<file path="config.mk">
export PLATFORM = sky130hd
export DESIGN_NAME = pmm_top
export DESIGN_NICKNAME = d
export VERILOG_FILES = /design/src/hw/pmm_pkg.sv /design/src/hw/pmm_ptr_alu.sv /design/src/hw/pmm_top.sv
export SDC_FILE = /design/constraint.sdc
export NUM_CORES = 1
export LEC_CHECK = 0
export ABC_AREA = 1
export ABC_CLOCK_PERIOD_IN_PS = 3300
export BUFFER_PORTS_ARGS = -buffer_cell sky130_fd_sc_hd__buf_2
export CAP_MARGIN = 0
export CELL_PAD_IN_SITES_DETAIL_PLACEMENT = 1
export CELL_PAD_IN_SITES_GLOBAL_PLACEMENT = 1
export CORE_UTILIZATION = 36
export CTS_CLUSTER_DIAMETER = 200
export DETAILED_ROUTE_END_ITERATION = 12
export PLACE_DENSITY = 0.83
export RECOVER_POWER = 25
export SETUP_SLACK_MARGIN = 0.4
export SYNTH_ARGS = -nofsm -noshare
export SYNTH_HDL_FRONTEND = slang
export SYNTH_SLANG_ARGS = --single-unit
</file>
<file path="constraint.sdc">
create_clock -name clk_sys -period 3.3 [get_ports clk_sys]
set_input_delay 0.495 -clock clk_sys [delete_from_list [all_inputs] [get_ports clk_sys]]
set_output_delay 0.495 -clock clk_sys [all_outputs]
set_load 0.005 [all_outputs]
</file>
<file path="src/hw/pmm_pkg.sv">
// Purpose: Shared constants and types for the paged memory mapper
// Assumes: One bus clock, synchronous active-high reset
// Notes:   Register offsets are byte offsets on the plain register port

package pmm_pkg;

  // ----------------------------------------------------------------
  // Widths
  // ----------------------------------------------------------------
  localparam int REG_AW  = 4;           // Register port address width
  localparam int DATA_W  = 8;           // Data byte width
  localparam int PTR_W   = 17;          // Implemented linear pointer width
  localparam int PAGE_W  = 3;           // Implemented page select width
  localparam int CPU_AW  = 16;          // Core address width
  localparam int WIN_LSB = 14;          // Address bits kept inside the window

  // ----------------------------------------------------------------
  // Register offsets
  // ----------------------------------------------------------------
  localparam logic [REG_AW-1:0] OFF_PAGE  = 4'h0;  // Program page select
  localparam logic [REG_AW-1:0] OFF_PTR2  = 4'h1;  // Pointer bits 16
  localparam logic [REG_AW-1:0] OFF_PTR1  = 4'h2;  // Pointer bits 15:8
  localparam logic [REG_AW-1:0] OFF_PTR0  = 4'h3;  // Pointer bits 7:0
  localparam logic [REG_AW-1:0] OFF_WORD  = 4'h4;  // Word post-increment port
  localparam logic [REG_AW-1:0] OFF_BYTE  = 4'h5;  // Byte post-increment port
  localparam logic [REG_AW-1:0] OFF_PLAIN = 4'h6;  // Plain linear data port
  localparam logic [REG_AW-1:0] OFF_ADD   = 4'h7;  // Pointer add register

  // ----------------------------------------------------------------
  // Reset values and decode
  // ----------------------------------------------------------------
  localparam logic [PAGE_W-1:0] PAGE_RST  = 3'h2;
  localparam logic [PTR_W-1:0]  PTR_RST   = 17'h0_0000;
  localparam logic [DATA_W-1:0] BYTE_ZERO = 8'h00;
  localparam logic [1:0]        WIN_TAG   = 2'h2;  // A15:A14 of the window
  localparam int                LANES     = 3;     // Pointer byte lanes

  // ----------------------------------------------------------------
  // Paged call / return sequencer states
  // ----------------------------------------------------------------
  typedef enum logic [9:0]
  {
    ST_IDLE  = 10'h001,
    ST_C_RAL = 10'h002,
    ST_C_RAH = 10'h004,
    ST_C_PG  = 10'h008,
    ST_C_LD  = 10'h010,
    ST_C_JMP = 10'h020,
    ST_R_PG  = 10'h040,
    ST_R_AH  = 10'h080,
    ST_R_AL  = 10'h100,
    ST_R_JMP = 10'h200
  } pmm_seq_t;

endpackage

</file>
<file path="src/hw/pmm_ptr_alu.sv">
// Purpose: Next-value logic for the linear address pointer
// Assumes: At most one of load, add and increment per cycle
// Notes:   All arithmetic wraps at the pointer width

`timescale 1ns/1ns

module pmm_ptr_alu
#(
  parameter int PTR_W = 17
)
(
  input  wire logic [PTR_W-1:0] ptr_cur,   // Current pointer
  input  wire logic             inc_en,    // Post-increment request
  input  wire logic             add_en,    // Signed add request
  input  wire logic [7:0]       add_val,   // Two's complement addend
  input  wire logic [2:0]       ld_en,     // Byte lane load enables
  input  wire logic [7:0]       ld_byte,   // Byte to load
  output logic      [PTR_W-1:0] ptr_nxt    // Next pointer
);

  logic [PTR_W-1:0] add_ext;

  // ----------------------------------------------------------------
  // Sign extension of the addend
  // ----------------------------------------------------------------
  assign add_ext = {{(PTR_W-8){add_val[7]}}, add_val};

  // Load first, then add, then increment; wrap, no overflow flag
  always_comb
  begin
    ptr_nxt = ptr_cur;
    if (|ld_en)
    begin
      for (int b = 0; b < PTR_W; b++)
      begin
        if (ld_en[b/8])
        begin
          ptr_nxt[b] = ld_byte[b%8];
        end
      end
    end
    else if (add_en)
    begin
      ptr_nxt = ptr_cur + add_ext;
    end
    else if (inc_en)
    begin
      ptr_nxt = ptr_cur + {{(PTR_W-1){1'b0}}, 1'b1};
    end
  end

endmodule

</file>
<file path="src/hw/pmm_top.sv">
// Purpose: Paged memory mapper: page window, paged call/return, linear pointer
// Assumes: Core owns the stack; stack read data valid while pull is high
// Notes:   Extended memory reads are combinational on the pointer address
//
// Overview of operation
// - Plain data port reads or writes the pointed byte, pointer unchanged.
// - Byte and word post-increment ports access like plain, then pointer plus one.
// - Word port sits one address below the byte port for 16-bit loads.
// - Add register write adds the signed byte to the pointer.
// - Writing 0x7f advances pointer 127; writing 0x80 moves back 128.
// - Pointer reaches any location, independent of the selected page.
// - Page select chooses which 16K block appears in the window.
// - Window accesses combine page select with core address for decode.
// - Paged call: stack return address, push page, load page, jump.
// - Paged call takes new page and window target from its operands.
// - Paged call completes atomically with interrupts held off.
// - Paged return: pull page, pull 16-bit return address, resume.
// - Paged return completes atomically with interrupts held off.
// - Pointer may be 22 bits architecturally; this one is narrower.
// - After reset page select holds page 2.
// - Window address is page select above core address bits 13 to 0.
// - Pointer is 17 bits over three registers, addressing all data ports.

`timescale 1ns/1ns

module pmm_top
#(
  parameter int PTR_W  = pmm_pkg::PTR_W,
  parameter int PAGE_W = pmm_pkg::PAGE_W
)
(
  input  wire logic                        clk_sys,      // Bus clock, 10 MHz
  input  wire logic                        rst,          // Sync reset, high
  input  wire logic [pmm_pkg::REG_AW-1:0]  reg_addr,     // Register offset
  input  wire logic [pmm_pkg::DATA_W-1:0]  reg_wdata,    // Register write data
  input  wire logic                        reg_wr,       // Write strobe
  input  wire logic                        reg_rd,       // Read strobe
  output logic      [pmm_pkg::DATA_W-1:0]  reg_rdata_r,  // Read data, next cycle
  output logic      [PTR_W-1:0]            mem_raddr_r,  // Linear read address
  input  wire logic [pmm_pkg::DATA_W-1:0]  mem_rdata,    // Linear read data
  output logic                             mem_wr_r,     // Linear write pulse
  output logic      [PTR_W-1:0]            mem_waddr_r,  // Linear write address
  output logic      [pmm_pkg::DATA_W-1:0]  mem_wdata_r,  // Linear write data
  input  wire logic [pmm_pkg::CPU_AW-1:0]  cpu_addr,     // Core address
  output logic      [PAGE_W+13:0]          ext_addr_r,   // Extended address
  output logic                             ext_win_r,    // Window hit
  input  wire logic                        call_start,   // Paged call pulse
  input  wire logic [7:0]                  call_page,    // Immediate page
  input  wire logic [pmm_pkg::CPU_AW-1:0]  call_target,  // Target address
  input  wire logic [pmm_pkg::CPU_AW-1:0]  call_ret,     // Return address
  input  wire logic                        ret_start,    // Paged return pulse
  output logic                             stk_push_r,   // Stack push pulse
  output logic      [7:0]                  stk_wdata_r,  // Byte to push
  output logic                             stk_pull_r,   // Stack pull pulse
  input  wire logic [7:0]                  stk_rdata,    // Pulled byte
  output logic                             jump_r,       // Load PC pulse
  output logic      [pmm_pkg::CPU_AW-1:0]  jump_addr_r,  // New PC
  output logic                             irq_block_r,  // Interrupts held off
  output logic      [PAGE_W-1:0]           page_r        // Program page select
);

  import pmm_pkg::*;

  // ----------------------------------------------------------------
  // Decode
  // ----------------------------------------------------------------
  logic             acc_any;
  logic             sel_page;
  logic             sel_ptr2;
  logic             sel_ptr1;
  logic             sel_ptr0;
  logic             sel_word;
  logic             sel_byte;
  logic             sel_plain;
  logic             sel_add;
  logic             data_port;
  logic             post_inc;
  logic [2:0]       ptr_ld;
  logic [PTR_W-1:0] ptr_r;
  logic [PTR_W-1:0] ptr_nxt;
  pmm_seq_t         st_r;
  logic [PAGE_W-1:0] call_page_r;
  logic [CPU_AW-1:0] target_r;
  logic [CPU_AW-1:0] ret_addr_r;

  // Port selects from the offset
  assign acc_any   = reg_wr | reg_rd;
  assign sel_page  = (reg_addr == OFF_PAGE);
  assign sel_ptr2  = (reg_addr == OFF_PTR2);
  assign sel_ptr1  = (reg_addr == OFF_PTR1);
  assign sel_ptr0  = (reg_addr == OFF_PTR0);
  assign sel_word  = (reg_addr == OFF_WORD);
  assign sel_byte  = (reg_addr == OFF_BYTE);
  assign sel_plain = (reg_addr == OFF_PLAIN);
  assign sel_add   = (reg_addr == OFF_ADD);

  // All three data ports use the same pointer as address
  assign data_port = sel_word | sel_byte | sel_plain;
  assign post_inc  = acc_any & (sel_word | sel_byte);
  assign ptr_ld    = {reg_wr & sel_ptr2, reg_wr & sel_ptr1, reg_wr & sel_ptr0};

  // ----------------------------------------------------------------
  // Linear address pointer
  // ----------------------------------------------------------------
  pmm_ptr_alu
  #(
    .PTR_W   (PTR_W)
  )
  u_ptr_alu
  (
    .ptr_cur (ptr_r),
    .inc_en  (post_inc),
    .add_en  (reg_wr & sel_add),
    .add_val (reg_wdata),
    .ld_en   (ptr_ld),
    .ld_byte (reg_wdata),
    .ptr_nxt (ptr_nxt)
  );

  // Pointer register; page select never enters here
  always_ff @(posedge clk_sys)
  begin
    if (rst)
    begin
      ptr_r <= PTR_RST;
    end
    else
    begin
      ptr_r <= ptr_nxt;
    end
  end

  // Read address is the live pointer, so a read sees the old value
  assign mem_raddr_r = ptr_r;

  // ----------------------------------------------------------------
  // Linear data writes
  // ----------------------------------------------------------------
  // Address captured before the increment lands, so stores don't skip
  always_ff @(posedge clk_sys)
  begin
    if (rst)
    begin
      mem_wr_r    <= 1'b0;
      mem_waddr_r <= PTR_RST;
      mem_wdata_r <= BYTE_ZERO;
    end
    else
    begin
      mem_wr_r <= reg_wr & data_port;
      if (reg_wr & data_port)
      begin
        mem_waddr_r <= ptr_r;
        mem_wdata_r <= reg_wdata;
      end
    end
  end

  // ----------------------------------------------------------------
  // Register read data
  // ----------------------------------------------------------------
  // Unmapped offsets and the add register read as zero
  always_ff @(posedge clk_sys)
  begin
    if (rst)
    begin
      reg_rdata_r <= BYTE_ZERO;
    end
    else if (reg_rd)
    begin
      case (1'b1)
        sel_page:  reg_rdata_r <= {{(DATA_W-PAGE_W){1'b0}}, page_r};
        sel_ptr2:  reg_rdata_r <= {{(24-PTR_W){1'b0}}, ptr_r[PTR_W-1:16]};
        sel_ptr1:  reg_rdata_r <= ptr_r[15:8];
        sel_ptr0:  reg_rdata_r <= ptr_r[7:0];
        data_port: reg_rdata_r <= mem_rdata;
        default:   reg_rdata_r <= BYTE_ZERO;
      endcase
    end
    else
    begin
      reg_rdata_r <= BYTE_ZERO;
    end
  end

  // ----------------------------------------------------------------
  // Program page select
  // ----------------------------------------------------------------
  // Sequencer loads win over a bus write in the same cycle
  always_ff @(posedge clk_sys)
  begin
    if (rst)
    begin
      page_r <= PAGE_RST;
    end
    else if (st_r == ST_C_LD)
    begin
      page_r <= call_page_r;
    end
    else if (st_r == ST_R_PG)
    begin
      page_r <= stk_rdata[PAGE_W-1:0];
    end
    else if (reg_wr & sel_page)
    begin
      page_r <= reg_wdata[PAGE_W-1:0];
    end
  end

  // ----------------------------------------------------------------
  // Paging window translation
  // ----------------------------------------------------------------
  // Outside the window the core address passes through unpaged
  always_ff @(posedge clk_sys)
  begin
    if (rst)
    begin
      ext_win_r  <= 1'b0;
      ext_addr_r <= '0;
    end
    else if (cpu_addr[15:WIN_LSB] == WIN_TAG)
    begin
      ext_win_r  <= 1'b1;
      ext_addr_r <= {page_r, cpu_addr[WIN_LSB-1:0]};
    end
    else
    begin
      ext_win_r  <= 1'b0;
      ext_addr_r <= {{(PAGE_W-2){1'b0}}, cpu_addr};
    end
  end

  // ----------------------------------------------------------------
  // Paged call / return sequencer
  // ----------------------------------------------------------------
  // Call wins if both starts come together; starts ignored while busy.
  // Software writing the page from paged code is not guarded here.
  always_ff @(posedge clk_sys)
  begin
    if (rst)
    begin
      st_r        <= ST_IDLE;
      stk_push_r  <= 1'b0;
      stk_wdata_r <= BYTE_ZERO;
      stk_pull_r  <= 1'b0;
      jump_r      <= 1'b0;
      jump_addr_r <= '0;
      irq_block_r <= 1'b0;
      call_page_r <= PAGE_RST;
      target_r    <= '0;
      ret_addr_r  <= '0;
    end
    else
    begin
      case (st_r)
        ST_IDLE:
        begin
          jump_r <= 1'b0;
          if (call_start)
          begin
            st_r        <= ST_C_RAL;
            irq_block_r <= 1'b1;
            stk_push_r  <= 1'b1;
            stk_wdata_r <= call_ret[7:0];
            call_page_r <= call_page[PAGE_W-1:0];
            target_r    <= call_target;
          end
          else if (ret_start)
          begin
            st_r        <= ST_R_PG;
            irq_block_r <= 1'b1;
            stk_pull_r  <= 1'b1;
          end
          if (call_start)
          begin
            ret_addr_r <= call_ret;
          end
        end
        ST_C_RAL:
        begin
          st_r        <= ST_C_RAH;
          stk_wdata_r <= ret_addr_r[15:8];
        end
        ST_C_RAH:
        begin
          st_r        <= ST_C_PG;
          stk_wdata_r <= {{(8-PAGE_W){1'b0}}, page_r};
        end
        ST_C_PG:
        begin
          st_r       <= ST_C_LD;
          stk_push_r <= 1'b0;
        end
        ST_C_LD:
        begin
          st_r        <= ST_C_JMP;
          jump_r      <= 1'b1;
          jump_addr_r <= target_r;
        end
        ST_R_PG:
        begin
          st_r <= ST_R_AH;
        end
        ST_R_AH:
        begin
          st_r                <= ST_R_AL;
          ret_addr_r[15:8]    <= stk_rdata;
        end
        ST_R_AL:
        begin
          st_r        <= ST_R_JMP;
          stk_pull_r  <= 1'b0;
          jump_r      <= 1'b1;
          jump_addr_r <= {ret_addr_r[15:8], stk_rdata};
        end
        ST_C_JMP, ST_R_JMP:
        begin
          st_r        <= ST_IDLE;
          jump_r      <= 1'b0;
          irq_block_r <= 1'b0;
        end
        default:
        begin
          st_r        <= ST_IDLE;
          stk_push_r  <= 1'b0;
          stk_pull_r  <= 1'b0;
          jump_r      <= 1'b0;
          irq_block_r <= 1'b0;
        end
      endcase
    end
  end

  // ----------------------------------------------------------------
  // Assertions
  // ----------------------------------------------------------------
  property p_plain_keeps_ptr;
    @(posedge clk_sys) disable iff (rst)
    (acc_any && sel_plain) |=> (ptr_r == $past(ptr_r));
  endproperty
  a_plain_keeps_ptr: assert property (p_plain_keeps_ptr)
    else $error("plain port access moved the pointer");

  property p_plain_read_data;
    @(posedge clk_sys) disable iff (rst)
    (reg_rd && sel_plain) |=> (reg_rdata_r == $past(mem_rdata));
  endproperty
  a_plain_read_data: assert property (p_plain_read_data)
    else $error("plain port read returned wrong byte");

  property p_post_inc;
    @(posedge clk_sys) disable iff (rst)
    (acc_any && (sel_word || sel_byte))
      |=> (ptr_r == PTR_W'($past(ptr_r) + 1'b1));
  endproperty
  a_post_inc: assert property (p_post_inc)
    else $error("post-increment port did not step the pointer");

  property p_write_old_addr;
    @(posedge clk_sys) disable iff (rst)
    (reg_wr && data_port) |=> (mem_wr_r && mem_waddr_r == $past(ptr_r));
  endproperty
  a_write_old_addr: assert property (p_write_old_addr)
    else $error("data store used the updated pointer");

  property p_signed_add;
    @(posedge clk_sys) disable iff (rst)
    (reg_wr && sel_add)
      |=> (ptr_r == PTR_W'($past(ptr_r) + {{(PTR_W-8){$past(reg_wdata[7])}},
                                           $past(reg_wdata)}));
  endproperty
  a_signed_add: assert property (p_signed_add)
    else $error("pointer add gave wrong sum");

  property p_add_reads_zero;
    @(posedge clk_sys) disable iff (rst)
    (reg_rd && sel_add) |=> (reg_rdata_r == BYTE_ZERO);
  endproperty
  a_add_reads_zero: assert property (p_add_reads_zero)
    else $error("add register read not zero");

  property p_page_reset;
    @(posedge clk_sys) disable iff (rst)
    $past(rst) |-> (page_r == PAGE_RST);
  endproperty
  a_page_reset: assert property (p_page_reset)
    else $error("page select not 2 after reset");

  property p_window_addr;
    @(posedge clk_sys) disable iff (rst)
    (cpu_addr[15:WIN_LSB] == WIN_TAG)
      |=> (ext_win_r && ext_addr_r == {$past(page_r), $past(cpu_addr[13:0])});
  endproperty
  a_window_addr: assert property (p_window_addr)
    else $error("window address formed wrongly");

  property p_call_order;
    @(posedge clk_sys) disable iff (rst)
    (st_r == ST_IDLE && call_start)
      |=> stk_push_r [*3] ##1 !stk_push_r
          ##1 (jump_r && page_r == $past(call_page[PAGE_W-1:0], 5));
  endproperty
  a_call_order: assert property (p_call_order)
    else $error("paged call steps out of order");

  property p_call_atomic;
    @(posedge clk_sys) disable iff (rst)
    (st_r == ST_IDLE && call_start) |=> irq_block_r [*5] ##1 !irq_block_r;
  endproperty
  a_call_atomic: assert property (p_call_atomic)
    else $error("paged call not held atomic");

  property p_ret_order;
    @(posedge clk_sys) disable iff (rst)
    (st_r == ST_IDLE && !call_start && ret_start)
      |=> ##1 (page_r == $past(stk_rdata[PAGE_W-1:0]))
          ##2 (jump_r && irq_block_r);
  endproperty
  a_ret_order: assert property (p_ret_order)
    else $error("paged return steps out of order");

  property p_ret_atomic;
    @(posedge clk_sys) disable iff (rst)
    (st_r == ST_IDLE && !call_start && ret_start)
      |=> (irq_block_r && stk_pull_r) [*3] ##1 irq_block_r ##1 !irq_block_r;
  endproperty
  a_ret_atomic: assert property (p_ret_atomic)
    else $error("paged return not held atomic");

endmodule

</file>
==> results of run 1 <==
==> worst max-delay path, stage by stage <==
cell and delay (ns):
sky130_fd_sc_hd__buf_2 0.12, sky130_fd_sc_hd__nand2_1 0.12, sky130_fd_sc_hd__nor2_4 0.12, sky130_fd_sc_hd__nand2_2 0.14
sky130_fd_sc_hd__inv_1 0.12, sky130_fd_sc_hd__nand2_1 0.07, sky130_fd_sc_hd__ha_1 0.21, sky130_fd_sc_hd__fa_1 0.42
sky130_fd_sc_hd__nand3_1 0.11, sky130_fd_sc_hd__nand2_1 0.08, sky130_fd_sc_hd__nand2_1 0.06, sky130_fd_sc_hd__nand2_1 0.10
sky130_fd_sc_hd__inv_1 0.09, sky130_fd_sc_hd__o21ai_1 0.12, sky130_fd_sc_hd__nand3_1 0.13, sky130_fd_sc_hd__nand2_1 0.07
sky130_fd_sc_hd__nand2_1 0.06, sky130_fd_sc_hd__nand3_1 0.06, sky130_fd_sc_hd__a21oi_1 0.14
==> state kept, by name (all words and copies together) (netlist names) <==
register     cells
mem_raddr_r     17
ext_win_r        1
jump_addr_r     16
page_r           3
jump_r           1
irq_block_r      1
stk_pull_r       1
mem_wr_r         1
stk_wdata_r      8
stk_push_r       1
reg_rdata_r      8
call_page_r      3
ret_addr_r       8
st_r            10
mem_waddr_r     17
ext_addr_r      17
target_r        16
mem_wdata_r      8
==> report_power, final <==
group / total, mW / internal, mW / switching (mW) / leakage [nW]
Sequential: 1.85 / 1.77 / 0.0712 / 1.12
Combinational: 0.619 / 0.213 / 0.406 / 2.55
Clock: 1.97 / 1.23 / 0.746 / 0.289
==> area by class of cell <==
| class | instances | share of cell area |
|---|---|---|
| Clock buffer | 21 | 0.0570 |
| Clock inverter | 11 | 0.0180 |
| Inverter | 149 | 0.0692 |
| Multi-Input combinational cell | 576 | 0.362 |
| Sequential cell | 137 | 0.339 |
| Tap cell | 225 | 0.0348 |
| Timing Repair Buffer | 195 | 0.119 |
==> metal layers <==
metal,global-route usage,vias up
met5,0,-
met4,0.0993,2
met3,0.0584,44
met2,0.427,174
met1,0.310,3314
li1,-,3334
==> Yosys cell counts (11+ instances only) <==
cell type	instances
sky130_fd_sc_hd__clkbuf_1	23
sky130_fd_sc_hd__o22ai_1	20
sky130_fd_sc_hd__inv_1	136
sky130_fd_sc_hd__o21ai_1	12
sky130_fd_sc_hd__a21oi_1	115
sky130_fd_sc_hd__nand3_1	36
sky130_fd_sc_hd__o21ai_0	78
sky130_fd_sc_hd__nand2_1	122
sky130_fd_sc_hd__nand4_1	18
sky130_fd_sc_hd__dfxtp_1	137
sky130_fd_sc_hd__a31oi_1	14
sky130_fd_sc_hd__nor2_1	95
sky130_fd_sc_hd__inv_2	11
==> kinds of logic (layout without fill, tap and decap cells) <==
kind of cell    after synthesis  count (layout)  synth area share
compound gates              263             263             0.226
simple gates                302             302             0.209
buf+inv                     188             376             0.117
xor+xnor                      3               3           0.00409
fa+ha+maj                     8               8            0.0168
flops                       137             137             0.427
==> path summary, 6_finish.rpt <==
check                                start                            to  cells past startpoint
setup / recovery               reg_addr[0]  mem_raddr_r[16]$_SDFFE_PP0P_                     19
hold / removal                 cpu_addr[1]      ext_addr_r[1]$_SDFF_PP0_                      3
setup reg to reg      st_r[4]$_SDFFE_PP0P_     target_r[12]$_SDFFE_PP0P_                      9
hold reg to reg   irq_block_r$_SDFFE_PP0P_      irq_block_r$_SDFFE_PP0P_                      2
==> cells in the final DEF (no fill, tap or decap), types with 6 or more instances in the layout <==
cell / count
sky130_fd_sc_hd__buf_4: 10
sky130_fd_sc_hd__nor3_1: 10
sky130_fd_sc_hd__o21ai_0: 78
sky130_fd_sc_hd__nand4_1: 18
sky130_fd_sc_hd__nor2_1: 94
sky130_fd_sc_hd__a21oi_1: 115
sky130_fd_sc_hd__buf_2: 155
sky130_fd_sc_hd__nand3_1: 36
sky130_fd_sc_hd__ha_1: 7
sky130_fd_sc_hd__a31oi_1: 14
sky130_fd_sc_hd__dfxtp_1: 137
sky130_fd_sc_hd__clkbuf_16: 17
sky130_fd_sc_hd__clkbuf_1: 31
sky130_fd_sc_hd__o22ai_1: 20
sky130_fd_sc_hd__inv_1: 136
sky130_fd_sc_hd__nand2_1: 122
sky130_fd_sc_hd__o21ai_1: 12
sky130_fd_sc_hd__nor2_2: 6
sky130_fd_sc_hd__inv_2: 11
==> through the flow <==
step           area, um2  std cells  worst slack (ns)  hold WS, ns
3_3_place_gp        7520       1282             0.477        0.438
4_1_cts             8120       1314             0.810        0.265
2_1_floorplan       6420        901             0.730        0.424
3_5_place_dp        7520       1282             0.381        0.444
6_report            8080       1314             0.815        0.268
5_1_grt             8080       1314             0.535        0.281
==> out/qor.csv, run 1 <==
stage,metric,value,unit
timing,Final Cycle Share,0.753,
cts,total CTS buffers,17,
timing,minimum clock period after layout,2.49,ns
timing,final setup fails,0,
cts,CTS tree,yes,
outcome,result of the run,"complete, but fails checks",
timing,final total negative setup slack,0,ns
final_layout,register cell area after layout,2740,um2
die,Initial Utilization,0.370,
logic_synthesis,number of instances in the synthesized netlist,901,
cts,"Clk pin slew, worst setup/hold paths",0.06,ns
logic_synthesis,area share of the largest cell type after synthesis,0.427,
die,Rows,48,
logic_synthesis,number of flip-flops and latches in the synthesized netlist,137,
logic_synthesis,number of different library cells in the post-synthesis netlist,45,
power_and_ir_drop,total power density per cell area,549,nW/um2
logic_synthesis,share of synthesized area occupied by flip-flops and latches,0.427,
logic_synthesis,number of synthesized flops with an enable pin,0,
final_layout,Antenna diodes,0,
cts,buffer levels on the longest clock path,2,
detailed_routing,drt first pass iters,4,
final_layout,number of nets at the end of the flow,1174,
detailed_routing,top metal layer carrying routed signals,met5,
detailed_routing,number of remaining DRC errors,0,
logic_synthesis,post-synthesis async set-or-reset flop share,0,
critical_path,worst path required time,3.65,ns
detailed_routing,number of design-rule violations left by the first detailed-router iteration,369,
cts,number of gates given a new drive strength after cts,0,
critical_path,biggest fanout along the worst timing path,7,
power_and_ir_drop,Final Total Pwr,4.44,mW
timing,worst clock skew on the final layout,0.00811,ns
cts,root buffer cell,sky130_fd_sc_hd__clkbuf_16,
cts,number of setup buffers added after CTS,0,
detailed_routing,via count,6868,
power_and_ir_drop,maximum ir drop on the vdd rail,0.404,mV
cts,sink count of the clock tree,137,
die,ports placed on the boundary,190,
global_routing,via count of the first global-routing pass,6888,
logic_synthesis,mean area per synthesized cell,7.13,um2
die,Die Y,136,um
timing,Final Hold Violating Endpoints,0,
die,overall die area,18400,um2
detailed_routing,average wire per cell in the routed design,17.5,um
hold_path,worst hold path type,input port to register,
critical_path,critical path startpoint category,input port,
die,floorplan core area,17400,um2
critical_path,endpoint type of the worst setup path,register,
critical_path,WP data arrival,2.84,ns
logic_synthesis,cell type with the highest aggregate area in the netlist,sky130_fd_sc_hd__dfxtp_1,
global_routing,antenna violations before repair,1,
timing,worst slew slack as a fraction of its limit,-0.440,
timing,maximum achievable frequency,402,MHz
place,Port Buffers,184,
critical_path,classification of the worst setup path,input port to register,
critical_path,"setup slack, reg-to-reg",0.86,ns
power_and_ir_drop,reported leakage power,3.96,nW
final_layout,filler instances,2258,
detailed_routing,Met1 Wirelength,10000,um
timing,"Slew Viols, Final",44,
detailed_routing,drt total wl,23000,um
detailed_routing,met3 wire len,1230,um
die,Die Wd,136,um
final_layout,Util after Layout,0.466,
global_routing,Overflow after GRT,0,
logic_synthesis,warnings from Yosys,0,
global_routing,aggregate global-route resource usage,0.253,
cts,maximum level of the CTS H-tree,4,
place,Routability Congestion,0.923,
logic_synthesis,cell area after synthesis,6420,um2
final_layout,P&R area growth vs syn,25.8,%
final_layout,area taken by multi-input logic gates,2930,um2
outcome,failing checks,"capacitance limit, slew limit",
run,max_cap viols,1,
place,detailed placement HPWL,17000,um
detailed_routing,detailed-route vias per instance,5.23,
cts,cts-stage hold buffer count,0,
logic_synthesis,post-synth net total,999,
timing,RSZ-0062 raised after global routing,false,
global_routing,global-route wire length before repair,36000,um
detailed_routing,met2 routed WL,11100,um
detailed_routing,count of antenna-violating nets left after detailed routing,0,
cts,clock insertion delay at the later pin of the skew report,0.43,ns
global_routing,largest net degree at the start of global routing,51,
logic_synthesis,Synth Flop Type,sky130_fd_sc_hd__dfxtp_1,
final_layout,ratio of cells with drive above 1 in the final layout,0.208,
logic_synthesis,"top cells by area, synth","sky130_fd_sc_hd__dfxtp_1 43%, sky130_fd_sc_hd__a21oi_1 9.0%, sky130_fd_sc_hd__inv_1 7.9%, sky130_fd_sc_hd__nand2_1 7.1%, sky130_fd_sc_hd__o21ai_0 6.1%",
timing,pin slew with the least headroom to its limit,2.16,ns
Note: power is estimated with default switching activity, not from simulation.
==> run 2: changes to the inputs <==
- ABC_CLOCK_PERIOD_IN_PS: 3300 -> 2400
- clock period: 3.3 -> 2.4 ns (I/O delays scaled with it)
==> run 2 against run 1 <==
Net effect:
- the flow now finishes without violations
- first-iteration DRC count up 9.8%
- routed wire length up 7.7%
- register-to-register slack worse by 0.47 ns
- combinational power up 52%
- clock skew up 0.0072 ns
- non-clock buffer count up 33
- critical endpoint is now st_r[3]$_SDFFE_PP0P_
==> out/qor.csv, run 2 (same netlist as run 1, synthesis figures left out) <==
stage,metric,value,unit,change
die,Die Y,136,um,unchanged
timing,minimum clock period after layout,2.01,ns,
power_and_ir_drop,maximum ir drop on the vdd rail,0.540,mV,was 0.404 mV
detailed_routing,average wire per cell in the routed design,18.4,um,was 17.5 um
final_layout,number of nets at the end of the flow,1207,,was 1174
timing,final setup fails,0,,unchanged
power_and_ir_drop,total net switching power,1.78,mW,was 1.22 mW
die,floorplan core area,17400,um2,unchanged
power_and_ir_drop,internal power,4.25,mW,was 3.21 mW
timing,Final Hold Violating Endpoints,0,,unchanged
timing,worst clock skew on the final layout,0.0153,ns,was 0.00811 ns
detailed_routing,number of remaining DRC errors,0,,unchanged
timing,worst slew slack as a fraction of its limit,0.313,,was -0.440
cts,buffer levels on the longest clock path,2,,unchanged
outcome,result of the run,finished clean,,"was complete, but fails checks"
final_layout,Antenna diodes,0,,unchanged
cts,total CTS buffers,17,,unchanged
timing,final total negative setup slack,0,ns,unchanged
critical_path,end of the worst register-to-register path,st_r[3]$_SDFFE_PP0P_,,was target_r[12]$_SDFFE_PP0P_
timing,PnR worst setup slack,0.395,ns,was 0.815 ns
die,overall die area,18400,um2,unchanged
die,Initial Utilization,0.370,,unchanged
final_layout,filler instances,2293,,was 2258
run,max_cap viols,0,,was 1
critical_path,Crit Reg-Reg Startpoint,st_r[9]$_SDFFE_PP0P_,,was st_r[4]$_SDFFE_PP0P_
timing,"Slew Viols, Final",0,,was 44
global_routing,Overflow after GRT,0,,unchanged
place,Routability Congestion,0.898,,was 0.923
final_layout,area taken by multi-input logic gates,3060,um2,was 2930 um2
cts,CTS tree,yes,,unchanged
final_layout,P&R area growth vs syn,32.1,%,was 25.8%
hold_path,worst hold path type,input port to register,,unchanged
power_and_ir_drop,total power density per cell area,710,nW/um2,was 549 nW/um2
hold_path,number of stages on the worst hold path,3,,unchanged
global_routing,aggregate global-route resource usage,0.261,,was 0.253
power_and_ir_drop,relative contribution of combinational cells to total power,0.156,,was 0.139
cts,maximum level of the CTS H-tree,4,,unchanged
critical_path,endpoint type of the worst setup path,register,,unchanged
cts,root buffer cell,sky130_fd_sc_hd__clkbuf_16,,unchanged
die,Die Wd,136,um,unchanged
cts,sink count of the clock tree,137,,unchanged
timing,maximum achievable frequency,499,MHz,
power_and_ir_drop,Sequential Power Share,0.422,,was 0.416
die,Rows,48,,unchanged
final_layout,"commonest non-fill, non-tap cell in the layout",sky130_fd_sc_hd__buf_2,,unchanged
place,Port Buffers,184,,unchanged
power_and_ir_drop,switching portion of total power,0.295,,was 0.276
power_and_ir_drop,portion of total power attributed to the clock network,0.422,,was 0.445
power_and_ir_drop,reported leakage power,4.15,nW,was 3.96 nW
timing,pin slew with the least headroom to its limit,1.03,ns,was 2.16 ns
global_routing,largest net degree at the start of global routing,55,,was 51
critical_path,WP data arrival,2.31,ns,was 2.84 ns
detailed_routing,number of design-rule violations left by the first detailed-router iteration,405,,was 369
place,pre-CTS setup slack,-0.134,ns,was 0.381 ns
critical_path,last element of the critical path,st_r[3]$_SDFFE_PP0P_,,was mem_raddr_r[16]$_SDFFE_PP0P_
cts,clock insertion delay at the later pin of the skew report,0.43,ns,about the same
timing,RSZ-0062 raised after global routing,true,,was false
final_layout,Util after Layout,0.489,,was 0.466
global_routing,global-route wire length before repair,37000,um,was 36000 um
detailed_routing,count of antenna-violating nets left after detailed routing,0,,unchanged
critical_path,critical path startpoint category,register,,was input port
critical_path,first element of the critical path,st_r[9]$_SDFFE_PP0P_,,was reg_addr[0]
cts,cts-stage hold buffer count,0,,unchanged
critical_path,biggest fanout along the worst timing path,6,,was 7
detailed_routing,via count,7131,,was 6868
critical_path,R2R cell count,9,,unchanged
place,detailed placement HPWL,17500,um,was 17000 um
die,ports placed on the boundary,190,,unchanged
final_layout,ratio of cells with drive above 1 in the final layout,0.252,,was 0.208
final_layout,register cell area after layout,2740,um2,about the same
detailed_routing,drt first pass iters,5,,was 4
critical_path,classification of the worst setup path,register to register,,was input port to register
timing,Final Cycle Share,0.836,,
detailed_routing,drt total wl,24800,um,was 23000 um
critical_path,"setup slack, reg-to-reg",0.39,ns,was 0.86 ns
detailed_routing,detailed-route vias per instance,5.29,,was 5.23
global_routing,via count of the first global-routing pass,6999,,was 6888
global_routing,antenna violations before repair,0,,was 1
cts,"Clk pin slew, worst setup/hold paths",0.06,ns,about the same
final_layout,most frequent cells in the layout,"148 x sky130_fd_sc_hd__buf_2, 136 x sky130_fd_sc_hd__dfxtp_1, 131 x sky130_fd_sc_hd__inv_1, 115 x sky130_fd_sc_hd__nand2_1, 114 x sky130_fd_sc_hd__a21oi_1",,"was 155 x sky130_fd_sc_hd__buf_2, 137 x sky130_fd_sc_hd__dfxtp_1, 136 x sky130_fd_sc_hd__inv_1, 122 x sky130_fd_sc_hd__nand2_1, 115 x sky130_fd_sc_hd__a21oi_1"
critical_path,worst path required time,2.70,ns,was 3.65 ns
## run 2: how the worst min path moves through the flow
stage	end	start	slack [ns]
3_3_place_gp	target_r[9]$_SDFFE_PP0P_	target_r[9]$_SDFFE_PP0P_	0.44
4_1_cts	ext_addr_r[7]$_SDFF_PP0_	cpu_addr[7]	0.13
2_1_floorplan	call_page_r[1]$_SDFFE_PP1P_	call_page_r[1]$_SDFFE_PP1P_	0.42
5_1_grt	ext_addr_r[6]$_SDFF_PP0_	cpu_addr[6]	0.13
3_5_place_dp	stk_pull_r$_SDFFE_PP0P_	stk_pull_r$_SDFFE_PP0P_	0.44
6_report	ext_addr_r[1]$_SDFF_PP0_	cpu_addr[1]	0.13
## run 2: critical path, stage by stage, from the launching register on
cell and delay [ns]:
sky130_fd_sc_hd__dfxtp_1 0.47, sky130_fd_sc_hd__nor2_4 0.09, sky130_fd_sc_hd__inv_2 0.13, sky130_fd_sc_hd__nor3_1 0.07
sky130_fd_sc_hd__nand2_1 0.19, sky130_fd_sc_hd__nand4_1 0.34, sky130_fd_sc_hd__nor4_4 0.30, sky130_fd_sc_hd__nand2_1 0.12
sky130_fd_sc_hd__nand2_1 0.11, sky130_fd_sc_hd__nor2_1 0.05
## run 2: per-layer routing
metal  part of all wire  wire, um  GRT usage  vias up
li1                   -         -          -     3406
met1               0.42     10500      0.321     3448
met2               0.50     12500      0.451      236
met3              0.051      1250     0.0471       41
met4              0.022       546     0.0974        0
met5                  0         0          0        -
## run 2: final cells by class
type	instances	share of cell area
Sequential cell	137	0.323
Timing Repair Buffer	228	0.150
Clock inverter	12	0.0142
Clock buffer	20	0.0527
Multi-Input combinational cell	576	0.360
Inverter	149	0.0659
Tap cell	225	0.0332
## run 2: power groups by stage
stage	clock [mW]	combinational (mW)	sequential, mW
after floorplan	0	0.499	2.57
after global placement	0	0.850	2.58
after detailed placement	0	0.879	2.59
after CTS	2.57	0.892	2.54
after global routing	2.66	1.03	2.56
final	2.54	0.939	2.54
## run 2: what timing repair did
| item | in CTS | in global routing |
|---|---|---|
| pin swaps | 3 | 12 |
| gates cloned | 0 | 0 |
| resized for setup | 5 | 23 |
| setup buffers | 4 | 13 |
| endpoints found under the setup margin | 43 | 63 |
## run 2: stage by stage
step	hold WS (ns)	power, mW	cells	area [um2]
after floorplan	0.424	3.07	901	6460
after global placement	0.437	3.43	1298	7700
after detailed placement	0.444	3.46	1298	7700
after CTS	0.126	6.00	1334	8320
after global routing	0.133	6.25	1347	8480
final	0.134	6.03	1347	8480
==> run 3: changes to the inputs <==
- ABC_CLOCK_PERIOD_IN_PS: 2400 -> 1850
- clock period: 2.4 -> 1.85 ns (I/O delays scaled with it)
==> run 3 against run 2 <==
Net effect:
- critical path type unchanged
- critical path depth increased by 2
- the flow now finishes with violations (setup timing)
- critical endpoint is now jump_addr_r[1]$_SDFFE_PP0P_
- sequential share of layout area decreased by 7.5 points
- die area unchanged
==> out/qor.csv, run 3 (same netlist as run 1, synthesis figures left out) <==
stage,metric,value,unit,change
outcome,result of the run,"complete, but fails checks",,was finished clean
outcome,failing checks,setup timing,,
place,Port Buffers,184,,unchanged
critical_path,worst path required time,2.12,ns,was 2.70 ns
detailed_routing,average wire per cell in the routed design,32.2,um,was 18.4 um
power_and_ir_drop,reported leakage power,5.19,nW,was 4.15 nW
place,cell area reported after detailed placement,8360,um2,was 7700 um2
cts,root buffer cell,sky130_fd_sc_hd__clkbuf_16,,unchanged
detailed_routing,detailed-route vias per instance,6.49,,was 5.29
cts,"Clk pin slew, worst setup/hold paths",0.09,ns,was 0.06 ns
timing,PnR worst setup slack,-0.459,ns,was 0.395 ns
critical_path,"setup slack, reg-to-reg",-0.46,ns,was 0.39 ns
global_routing,largest net degree at the start of global routing,51,,was 55
global_routing,antenna violations before repair,4,,was 0
cts,clock insertion delay at the later pin of the skew report,0.47,ns,was 0.43 ns
critical_path,list of cells traversed by the critical path,nor2_4 > nand2_4 > buf_6 > inv_4 > nand2_4 > nor3_4 > inv_2 > nand2_8 > inv_12 > a21oi_2 > nor2_1,,was nor2_4 > inv_2 > nor3_1 > nand2_1 > nand4_1 > nor4_4 > nand2_1 > nand2_1 > nor2_1
detailed_routing,count of antenna-violating nets left after detailed routing,0,,unchanged
timing,final setup fails,88,,was 0
final_layout,number of nets at the end of the flow,1335,,was 1207
cts,CTS tree,yes,,unchanged
final_layout,"commonest non-fill, non-tap cell in the layout",sky130_fd_sc_hd__buf_2,,unchanged
detailed_routing,number of remaining DRC errors,0,,unchanged
critical_path,cell type group with the largest total delay on the critical path,simple AND/OR/NAND/NOR gates,,unchanged
final_layout,ratio of cells with drive above 1 in the final layout,0.517,,was 0.252
hold_path,Worst Hold Endpoint,ext_addr_r[10]$_SDFF_PP0_,,was ext_addr_r[1]$_SDFF_PP0_
critical_path,classification of the worst setup path,register to register,,unchanged
timing,"Slew Viols, Final",0,,unchanged
place,Routability Congestion,0.884,,was 0.898
cts,total CTS buffers,17,,unchanged
timing,worst slew slack as a fraction of its limit,0.0736,,was 0.313
timing,Final Hold Violating Endpoints,0,,unchanged
critical_path,cell with the most instances on the worst path,sky130_fd_sc_hd__nand2_4,,was sky130_fd_sc_hd__nand2_1
detailed_routing,drt first pass iters,5,,unchanged
place,detailed placement HPWL,18500,um,was 17500 um
final_layout,post-route insts no fill,1479,,was 1347
cts,sink count of the clock tree,137,,unchanged
cts,maximum level of the CTS H-tree,4,,unchanged
detailed_routing,number of design-rule violations left by the first detailed-router iteration,1178,,was 405
detailed_routing,via count,9604,,was 7131
critical_path,CP max stage cell,sky130_fd_sc_hd__dfxtp_4,,was sky130_fd_sc_hd__dfxtp_1
timing,maximum achievable frequency,433,MHz,was 499 MHz
timing,final total negative setup slack,-20.75,ns,was 0 ns
hold_path,number of stages on the worst hold path,3,,unchanged
critical_path,CP peak stage delay,0.40,ns,was 0.47 ns
hold_path,Hold Crit Start,cpu_addr[10],,was cpu_addr[1]
cts,cts-stage hold buffer count,0,,unchanged
power_and_ir_drop,maximum ir drop on the vdd rail,1.06,mV,was 0.540 mV
die,overall die area,18400,um2,unchanged
hold_path,worst hold path type,input port to register,,unchanged
final_layout,post-route standard cell area excluding fillers,11200,um2,was 8480 um2
power_and_ir_drop,Final Total Pwr,9.69,mW,was 6.03 mW
timing,pin slew with the least headroom to its limit,1.39,ns,was 1.03 ns
critical_path,endpoint type of the worst setup path,register,,unchanged
critical_path,biggest fanout along the worst timing path,8,,was 6
global_routing,via count of the first global-routing pass,9220,,was 6999
die,Die Y,136,um,unchanged
die,floorplan core area,17400,um2,unchanged
global_routing,aggregate global-route resource usage,0.406,,was 0.261
timing,RSZ-0062 raised after global routing,true,,unchanged
cts,buffer levels on the longest clock path,2,,unchanged
die,Die Wd,136,um,unchanged
die,ports placed on the boundary,190,,unchanged
power_and_ir_drop,total power density per cell area,866,nW/um2,was 710 nW/um2
die,Initial Utilization,0.370,,unchanged
timing,worst clock skew on the final layout,0.0189,ns,was 0.0153 ns
critical_path,critical path startpoint category,register,,unchanged
timing,minimum clock period after layout,2.31,ns,was 2.01 ns
place,count of placed standard cells including taps,1353,,was 1298
critical_path,R2R cell count,11,,was 9
critical_path,worst path buffer plus inverter count,4,,was 1
final_layout,P&R area growth vs syn,74.2,%,was 32.1%
critical_path,end of the worst register-to-register path,jump_addr_r[1]$_SDFFE_PP0P_,,was st_r[3]$_SDFFE_PP0P_
critical_path,WP data arrival,2.58,ns,was 2.31 ns
final_layout,most frequent cells in the layout,"166 x sky130_fd_sc_hd__buf_2, 126 x sky130_fd_sc_hd__dfxtp_1, 123 x sky130_fd_sc_hd__buf_4, 116 x sky130_fd_sc_hd__inv_1, 95 x sky130_fd_sc_hd__nand2_1",,"was 148 x sky130_fd_sc_hd__buf_2, 136 x sky130_fd_sc_hd__dfxtp_1, 131 x sky130_fd_sc_hd__inv_1, 115 x sky130_fd_sc_hd__nand2_1, 114 x sky130_fd_sc_hd__a21oi_1"
global_routing,Overflow after GRT,0,,unchanged
run,max_cap viols,0,,unchanged
global_routing,global-route wire length before repair,54800,um,was 37000 um
detailed_routing,drt total wl,47600,um,was 24800 um
critical_path,first element of the critical path,st_r[4]$_SDFFE_PP0P_,,was st_r[9]$_SDFFE_PP0P_
die,Rows,48,,unchanged
timing,Final Cycle Share,1.25,,was 0.836
critical_path,Crit Reg-Reg Startpoint,st_r[4]$_SDFFE_PP0P_,,was st_r[9]$_SDFFE_PP0P_
## run 3: changes by cell type in the layout (fill, tap and decap cells not counted), moves of 21 or more
cell                      previous run  this run
sky130_fd_sc_hd__a21oi_2             3        47
sky130_fd_sc_hd__a21oi_1           114        50
sky130_fd_sc_hd__o21ai_0            77        31
sky130_fd_sc_hd__nor2_1             91        70
sky130_fd_sc_hd__buf_6               3        31
sky130_fd_sc_hd__o21ai_2             1        23
sky130_fd_sc_hd__buf_4              40       123
## run 3: layer usage
layer	share of wire	wire length, um	up-vias	track usage
li1	-	-	3674	-
met5	0.00046	22	-	0
met3	0.12	5660	430	0.129
met2	0.44	20800	946	0.669
met1	0.33	15700	4550	0.440
met4	0.11	5450	4	0.292
## run 3: layout make-up
| class | count | area (um2) |
|---|---|---|
| Antenna cell | 4 | 10.0 |
| Clock buffer | 17 | 425 |
| Clock inverter | 15 | 199 |
| Fill cell | 2047 | 6170 |
| Inverter | 149 | 609 |
| Multi-Input combinational cell | 577 | 4350 |
| Sequential cell | 137 | 2770 |
| Tap cell | 225 | 282 |
| Timing Repair Buffer | 353 | 2520 |
| Timing Repair inverter | 2 | 18.8 |
## run 3: per-stage QoR
step	hold WS, ns	setup slack [ns]	utilization
4_1_cts	0.0311	0.00743	0.586
5_1_grt	0.0251	-0.615	0.644
3_3_place_gp	0.440	-0.461	0.482
6_report	0.0155	-0.459	0.644
2_1_floorplan	0.384	-0.307	-
3_5_place_dp	0.451	-0.585	0.482
## run 3: repair_timing
item | in CTS | in global routing
pin swaps | 67 | 62
cloned | 9 | 1
resized for setup | 158 | 187
endpoints found under the setup margin | 82 | 95
buffers inserted | 55 | 25
## run 3: worst max-delay path by stage
stage | to | slack (ns) | cells after the start
2_1_floorplan | mem_raddr_r[14]$_SDFFE_PP0P_ | -0.31 | 20
3_3_place_gp | mem_raddr_r[12]$_SDFFE_PP0P_ | -0.46 | 19
3_5_place_dp | mem_raddr_r[12]$_SDFFE_PP0P_ | -0.58 | 19
4_1_cts | mem_raddr_r[13]$_SDFFE_PP0P_ | 0.007 | 17
5_1_grt | jump_addr_r[5]$_SDFFE_PP0P_ | -0.61 | 11
6_report | jump_addr_r[1]$_SDFFE_PP0P_ | -0.46 | 11
## run 3: power breakdown
group	leakage (nW)	total (mW)	switching [mW]	internal [mW]
clock network	0.307	3.90	1.82	2.08
registers	1.13	3.35	0.187	3.16
logic	3.75	2.44	1.50	0.939
## run 3: worst reg2reg max path, cell delays in order (launching register included)
cell and delay [ns]:
sky130_fd_sc_hd__dfxtp_4 0.40, sky130_fd_sc_hd__nor2_4 0.24, sky130_fd_sc_hd__nand2_4 0.16, sky130_fd_sc_hd__buf_6 0.18, sky130_fd_sc_hd__inv_4 0.08, sky130_fd_sc_hd__nand2_4 0.10
sky130_fd_sc_hd__nor3_4 0.26, sky130_fd_sc_hd__inv_2 0.18, sky130_fd_sc_hd__nand2_8 0.17, sky130_fd_sc_hd__inv_12 0.08, sky130_fd_sc_hd__a21oi_2 0.15, sky130_fd_sc_hd__nor2_1 0.10
